==> config.mk <==
export PLATFORM = sky130hd
export DESIGN_NAME = msr_regs
export DESIGN_NICKNAME = d
export VERILOG_FILES = /design/src/logic/msr_pkg.sv /design/src/logic/msr_field_reg.sv /design/src/logic/msr_regs.sv
export VERILOG_INCLUDE_DIRS = /design/src /design/src/logic
export SDC_FILE = /design/constraint.sdc
export NUM_CORES = 1
export LEC_CHECK = 0
export BUFFER_PORTS_ARGS = -buffer_cell sky130_fd_sc_hd__buf_2
export CAP_MARGIN = 10
export CORE_MARGIN = 2
export CORE_UTILIZATION = 47
export DETAILED_ROUTE_END_ITERATION = 8
export PLACE_DENSITY_LB_ADDON = 0.08
export SYNTH_ARGS = -nofsm -noshare
export SYNTH_HDL_FRONTEND = slang
export SYNTH_SLANG_ARGS = --single-unit
==> constraint.sdc <==
create_clock -name clk_sys_i -period 1.65 [get_ports clk_sys_i]
set_clock_uncertainty 0.1 [all_clocks]
set_input_delay 0.0825 -clock clk_sys_i [delete_from_list [all_inputs] [get_ports clk_sys_i]]
set_output_delay 0.0825 -clock clk_sys_i [all_outputs]
set_load 0.03 [all_outputs]
==> src/logic/msr_consts.svh <==
// Address map, field positions, reset values and codes of the register bank
`ifndef MSR_CONSTS_SVH
`define MSR_CONSTS_SVH

// Register offsets on the serial register port
`define MSR_ADDR_STATUS 8'h00
`define MSR_ADDR_CAL 8'h15
`define MSR_ADDR_MODE 8'h1C
`define MSR_ADDR_START 8'h1E
`define MSR_ADDR_CHEN 8'h20
`define MSR_ADDR_INCFG 8'h24

// Field widths and positions
`define MSR_DATA_W 8
`define MSR_ADDR_W 8
`define MSR_MODE_W 3
`define MSR_INCFG_W 2
`define MSR_CHAN_N 2
`define MSR_TRIG_BIT 0
`define MSR_LAUNCH_BIT 0
`define MSR_FAST_BIT 2
`define MSR_AUTOSEQ_BIT 2
`define MSR_CUR_W 2

// Reset values
`define MSR_MODE_RST 3'h0
`define MSR_CHEN_RST 1'h1
`define MSR_INCFG_RST 2'h0
`define MSR_BYTE_ZERO 8'h00

// Mode select codes and input arrangement codes
`define MSR_MODE_AUTONOMOUS 3'h6
`define MSR_MODE_PRECISION 3'h7
`define MSR_IN_RGS_CODE 2'h1
`define MSR_IN_PDIFF_CODE 2'h2

// Current mode report codes
`define MSR_CUR_MANUAL 2'h0
`define MSR_CUR_AUTONOMOUS 2'h2
`define MSR_CUR_PRECISION 2'h3
`define MSR_CUR_UNUSED 2'h1

`endif

==> src/logic/msr_pkg.sv <==
// Types shared by the mode, input and sequencer register bank
`include "msr_consts.svh"
package msr_pkg;

  // One access from the serial interface engine
  typedef struct packed {
    logic wr;
    logic rd;
    logic [`MSR_ADDR_W-1:0] addr;
    logic [`MSR_DATA_W-1:0] wdata;
  } msr_bus_req_t;

  // Decoded operating mode towards the sequencer
  typedef struct packed {
    logic manual;
    logic auto_seq;
    logic autonomous;
    logic high_precision;
  } msr_mode_t;

  // Analog input arrangement towards the multiplexer
  typedef enum logic [1:0] {
    MSR_IN_DUAL_SE,
    MSR_IN_SINGLE_RGS,
    MSR_IN_PSEUDO_DIFF
  } msr_input_t;

endpackage : msr_pkg

==> src/logic/msr_field_reg.sv <==
// Writable register field with reset value and clock enable
`timescale 1ns/10ps
module msr_field_reg #(
  parameter int W = 2,
  parameter logic [W-1:0] RST = '0
) (
  // Clock and reset
  input wire logic clk_sys_i,
  input wire logic rst_i,
  input wire logic ce_i,
  // Write port
  input wire logic we_i,
  input wire logic [W-1:0] d_i,
  // Stored value
  output logic [W-1:0] q_o
);

  logic [W-1:0] next_q;

  // Load on write, hold otherwise
  always_comb begin
    next_q = q_o;
    if (we_i) begin
      next_q = d_i;
    end
  end

  // Register with synchronous reset
  always_ff @(posedge clk_sys_i) begin
    if (rst_i) begin
      q_o <= RST;
    end else if (ce_i) begin
      q_o <= next_q;
    end
  end

endmodule : msr_field_reg

==> src/logic/msr_regs.sv <==
// Mode, input configuration and sequencer control register bank
`timescale 1ns/10ps
`include "msr_consts.svh"

// Behaviour
// - calibration bit one launches offset calibration
// - mode register upper bits read zero, ignored
// - mode field decodes manual, autonomous, precision
// - status register is read only
// - status bit two shows fast link
// - current mode reports 00, 10, 11 only
// - input field decodes channel arrangement
// - enable bit one selects second channel
// - enable bit zero selects first channel
// - channel enable resets to both channels
// - write of start bit one to start register begins scan
// - start bit raises busy, launches conversion
module msr_regs (
  // Clock, reset, enable
  input wire logic clk_sys_i,
  input wire logic rst_i,
  input wire logic ce_i,
  // Register port from the serial interface engine
  input wire msr_pkg::msr_bus_req_t req_i,
  output logic [`MSR_DATA_W-1:0] rd_data_o,
  input wire logic fast_link_i,
  // Sequencer feedback
  input wire logic seq_done_i,
  // Control towards calibration, sequencer and multiplexer
  output logic cal_pulse_o,
  output logic scan_launch_o,
  output logic busy_o,
  output msr_pkg::msr_mode_t mode_o,
  output msr_pkg::msr_input_t input_arr_o,
  output logic [`MSR_CHAN_N-1:0] scan_sel_o
);
  import msr_pkg::*;

  logic hit_cal;
  logic hit_mode;
  logic hit_start;
  logic hit_chen;
  logic hit_incfg;
  logic [`MSR_MODE_W-1:0] mode_select_field;
  logic [`MSR_INCFG_W-1:0] input_arrangement;
  logic [`MSR_CUR_W-1:0] current_mode_field;
  logic next_cal;
  logic next_launch;
  logic next_busy;
  logic [`MSR_DATA_W-1:0] next_rd_data;
  msr_mode_t next_mode;
  msr_input_t next_input;

  // Address decode of writes
  assign hit_cal = req_i.wr && (req_i.addr == `MSR_ADDR_CAL);
  assign hit_mode = req_i.wr && (req_i.addr == `MSR_ADDR_MODE);
  assign hit_start = req_i.wr && (req_i.addr == `MSR_ADDR_START);
  assign hit_chen = req_i.wr && (req_i.addr == `MSR_ADDR_CHEN);
  assign hit_incfg = req_i.wr && (req_i.addr == `MSR_ADDR_INCFG);

  // Only the low three bits are stored, so upper bits stay zero
  msr_field_reg #(
    .W(`MSR_MODE_W),
    .RST(`MSR_MODE_RST)
  ) u_mode (
    .clk_sys_i(clk_sys_i),
    .rst_i(rst_i),
    .ce_i(ce_i),
    .we_i(hit_mode),
    .d_i(req_i.wdata[`MSR_MODE_W-1:0]),
    .q_o(mode_select_field)
  );

  // Input arrangement field
  msr_field_reg #(
    .W(`MSR_INCFG_W),
    .RST(`MSR_INCFG_RST)
  ) u_incfg (
    .clk_sys_i(clk_sys_i),
    .rst_i(rst_i),
    .ce_i(ce_i),
    .we_i(hit_incfg),
    .d_i(req_i.wdata[`MSR_INCFG_W-1:0]),
    .q_o(input_arrangement)
  );

  // One enable bit per channel, both set after reset
  for (genvar ch = 0; ch < `MSR_CHAN_N; ch++) begin : g_chan
    msr_field_reg #(
      .W(1),
      .RST(`MSR_CHEN_RST)
    ) u_sel (
      .clk_sys_i(clk_sys_i),
      .rst_i(rst_i),
      .ce_i(ce_i),
      .we_i(hit_chen),
      .d_i(req_i.wdata[ch]),
      .q_o(scan_sel_o[ch])
    );
  end

  // Mode decode; reserved codes fall back to manual as a safe choice
  always_comb begin
    next_mode.auto_seq = mode_select_field[`MSR_AUTOSEQ_BIT];
    next_mode.autonomous = (mode_select_field == `MSR_MODE_AUTONOMOUS);
    next_mode.high_precision = (mode_select_field == `MSR_MODE_PRECISION);
    next_mode.manual = !(next_mode.autonomous || next_mode.high_precision);
    case (input_arrangement)
      `MSR_IN_RGS_CODE: next_input = MSR_IN_SINGLE_RGS;
      `MSR_IN_PDIFF_CODE: next_input = MSR_IN_PSEUDO_DIFF;
      default: next_input = MSR_IN_DUAL_SE;
    endcase
  end

  // Report code never takes the unused value
  always_comb begin
    if (mode_o.high_precision) begin
      current_mode_field = `MSR_CUR_PRECISION;
    end else if (mode_o.autonomous) begin
      current_mode_field = `MSR_CUR_AUTONOMOUS;
    end else begin
      current_mode_field = `MSR_CUR_MANUAL;
    end
  end

  // Pulses, busy and read data; write-only spots read zero
  always_comb begin
    next_cal = hit_cal && req_i.wdata[`MSR_TRIG_BIT];
    next_launch = hit_start && req_i.wdata[`MSR_LAUNCH_BIT];
    // Launch wins over a done in the same cycle
    next_busy = next_launch || (busy_o && !seq_done_i);
    next_rd_data = rd_data_o;
    if (req_i.rd) begin
      next_rd_data = `MSR_BYTE_ZERO;
      case (req_i.addr)
        `MSR_ADDR_STATUS: begin
          next_rd_data[`MSR_CUR_W-1:0] = current_mode_field;
          next_rd_data[`MSR_FAST_BIT] = fast_link_i;
        end
        `MSR_ADDR_MODE: next_rd_data[`MSR_MODE_W-1:0] = mode_select_field;
        `MSR_ADDR_CHEN: next_rd_data[`MSR_CHAN_N-1:0] = scan_sel_o;
        `MSR_ADDR_INCFG: next_rd_data[`MSR_INCFG_W-1:0] = input_arrangement;
        default: next_rd_data = `MSR_BYTE_ZERO;
      endcase
    end
  end

  // Control state registers
  always_ff @(posedge clk_sys_i) begin
    if (rst_i) begin
      cal_pulse_o <= 1'b0;
      scan_launch_o <= 1'b0;
      busy_o <= 1'b0;
      rd_data_o <= `MSR_BYTE_ZERO;
      mode_o <= '{manual: 1'b1, default: 1'b0};
      input_arr_o <= MSR_IN_DUAL_SE;
    end else if (ce_i) begin
      cal_pulse_o <= next_cal;
      scan_launch_o <= next_launch;
      busy_o <= next_busy;
      rd_data_o <= next_rd_data;
      mode_o <= next_mode;
      input_arr_o <= next_input;
    end
  end
endmodule : msr_regs
==> flow_summary.ini <==
[place]
post-place-ws_ps = 200
dpl.cell_count = 173
portBuffers = 31
gp_congestion = 0.887
placed_cell_area_sq_um = 1180
post-dp-hpwl_microns = 1820

[synthesis]
synth_top_area_share_pct = 36.0
synth_area_leaders = dfxtp_1, nand4_1, a21oi_1
syn_area_per_cell_sq_um = 8.67
synth-async-reset-ratio_pct = 0
yosys.area.top_type = dfxtp_1
synth-seq-cells = 19
yosysWarnings = 0
ys.flop_type = dfxtp_1
synth_area_sq_um = 1060
synth-edff-count = 0
yosysSeqAreaShare_pct = 36.0
syn_inst = 122
synthDistinctLibCells = 38

[timing]
rsz0062_at_grt = no
worst_slack_ps = 519
finalSetupViolations = 0
slew_headroom_pct = 62.0
period_needed_ps = 1130
fmax_ghz = 0.884
drv_slew = 0
fin_crit_sh_pct = 68.6
finalHoldViolCount = 0
fin_tns_setup_ps = 0
worstMarginPinSlew_ps = 565

[floorplan]
initial_core_util_pct = 48.7
chipWidth_microns = 51.4
io_pins = 42
dieArea_sq_um = 2650
core_area_sq_um = 2170
die_h_microns = 51.4
placementRows = 17

[critical_path]
arrival_ps = 1220
path_max_fanout = 9
ff2ff_setup_slack_ps = 630
required_ps = 1730
critPathTopFamily = simple AND/OR/NAND/NOR gates
worstPathCellList = buf_2 > or4_4 > o41ai_1 > nand3_1
cp.buffers_inverters = 1
crit_path_max_incr_delay_ps = 540
end_kind = register
slowest_stage = or4_4
start_kind = input port
critPathKind = in -> reg

[power_and_ir_drop]
p_leak_nw = 0.485
max-vdd-ir-drop_mv = 0.378
pwr_density_cell_nw_per_um2 = 665

[clock_tree]
clock_tree.buffer_depth = 2
cts_htree_levels = 1
clock_sinks = 19
cts_buffers = 3
cts_tree = yes
cts.clk_slew.worst_paths_ps = 100
clk_latency_ps = 290
cts-root-buf = clkbuf_4
postCtsSetupRepairBufs = 0

[drt]
drt_iter0_drc = 32
dr.pass1.iters = 4
vias_per_cell = 5.69
wl_per_cell_microns = 13.8
drtAntennaViolNets = 0
drcViolationCount = 0
vias = 1035
wl_microns = 2510

[final_layout]
fin_cells = 182
multi_input_area_sq_um = 599
final_common_cell = buf_2
final_cell_area_sq_um = 1260
num-fill-cells = 204
nNetsFinal = 178
synthToLayoutAreaGrowth_pct = 19.3
n_antenna_cell = 0
seq_area_sq_um = 380
final_cell_mix = buf_2, dfxtp_1, a21oi_1, nand4_1, nand3_1
drive_gt1_share_pct = 26.6

[global_routing]
gr-usage-all-layers_pct = 20.4
antenna_found_initial = 0
overflow = 0
grt_max_degree = 23
grt_pass1_vias = 860
grt_pass1_wl_microns = 4020

[outcome]
run_status = finished clean

[min_path]
hold_path.class = in -> reg

[job]
cap_violations = 0
## registers in the layout, indices dropped and copies added (netlist names), 2 cells and up
name	flops
rd_data_o	3
u_incfg.q_o	2
input_arr_o	2
u_mode.q_o	3
g_chan.u_sel.q_o	2
mode_o	4
## synth_stat cells (2+ instances only)
cell and instances:
a21oi_1 12, and3b_1 2, nand2_1 5, buf_2 2
nor4_1 3, nor2_1 3, nand3b_1 3, a31oi_1 4
dfxtp_1 19, nand3_1 7, nand4_1 12, o41ai_1 2
o21ai_0 3, nand2b_1 6, and2_1 2, clkbuf_1 3
o31ai_1 5, mux2_2 2, buf_4 7, inv_1 2
## metrics by stage
step | power (W) | util (%) | hold WS [ps]
3_3_place_gp | 0.000604 | 54.6 | 253
5_1_grt | 0.000877 | 58.1 | 49.0
4_1_cts | 0.000839 | 58.1 | 32.5
6_report | 0.000839 | 58.1 | 34.3
2_1_floorplan | 0.000567 | - | 51.6
3_5_place_dp | 0.000606 | 54.6 | 249
## layout make-up
type,instances,share of cell area (%)
clock buffer,4,2.08
inverter,2,0.595
multi-input combinational,92,47.5
sequential,19,30.2
tap,28,2.78
timing repair buffer,37,16.9
## path summary, 6_finish.rpt
check	from	endpoint	cells past startpoint
worst max-delay path	req_i[11]	g_chan[0].u_sel.q_o	4
worst min-delay path	rst_i	mode_o[2]	2
worst max register to register	u_incfg.q_o[1]	rd_data_o[1]	3
worst min register to register	busy_o	busy_o	2
## timing repair
action	4_1_cts	5_1_grt
hold buffers	5	0
resized for setup	0	0
endpoints found under the hold margin	8	0
## routing by layer
metal	part of all wire, %	GRT usage [%]	wire length, microns	vias to the layer above
met4	2.1	9.21	52	0
met5	0	0	0	-
met1	48	29.8	1220	459
met2	42	29.5	1060	49
li1	-	-	-	522
met3	7.3	2.63	182	5
## power breakdown
part	internal, W	switching (W)
logic	0.0000503	0.0000914
registers	0.000463	0.00000182
clock network	0.0000943	0.000139
total	0.000607	0.000232
## logic make-up (layout without fill, tap and decap cells)
kind of cell,count (synthesis),count (layout),share of synthesized area [%]
other,1,5,0.355
AOI/OAI and AO/OA,28,28,16.2
DFF,19,19,36.0
muxes,3,3,3.08
and+or+nand+nor,56,56,35.6
buffers and inverters,15,43,8.76
## worst register-to-register path: stages (launching register included)
cell	delay, ps
dfxtp_1	350
mux2_2	290
nand4_1	100
a31oi_1	90
No activity file was read; power rests on OpenSTA's default activity.
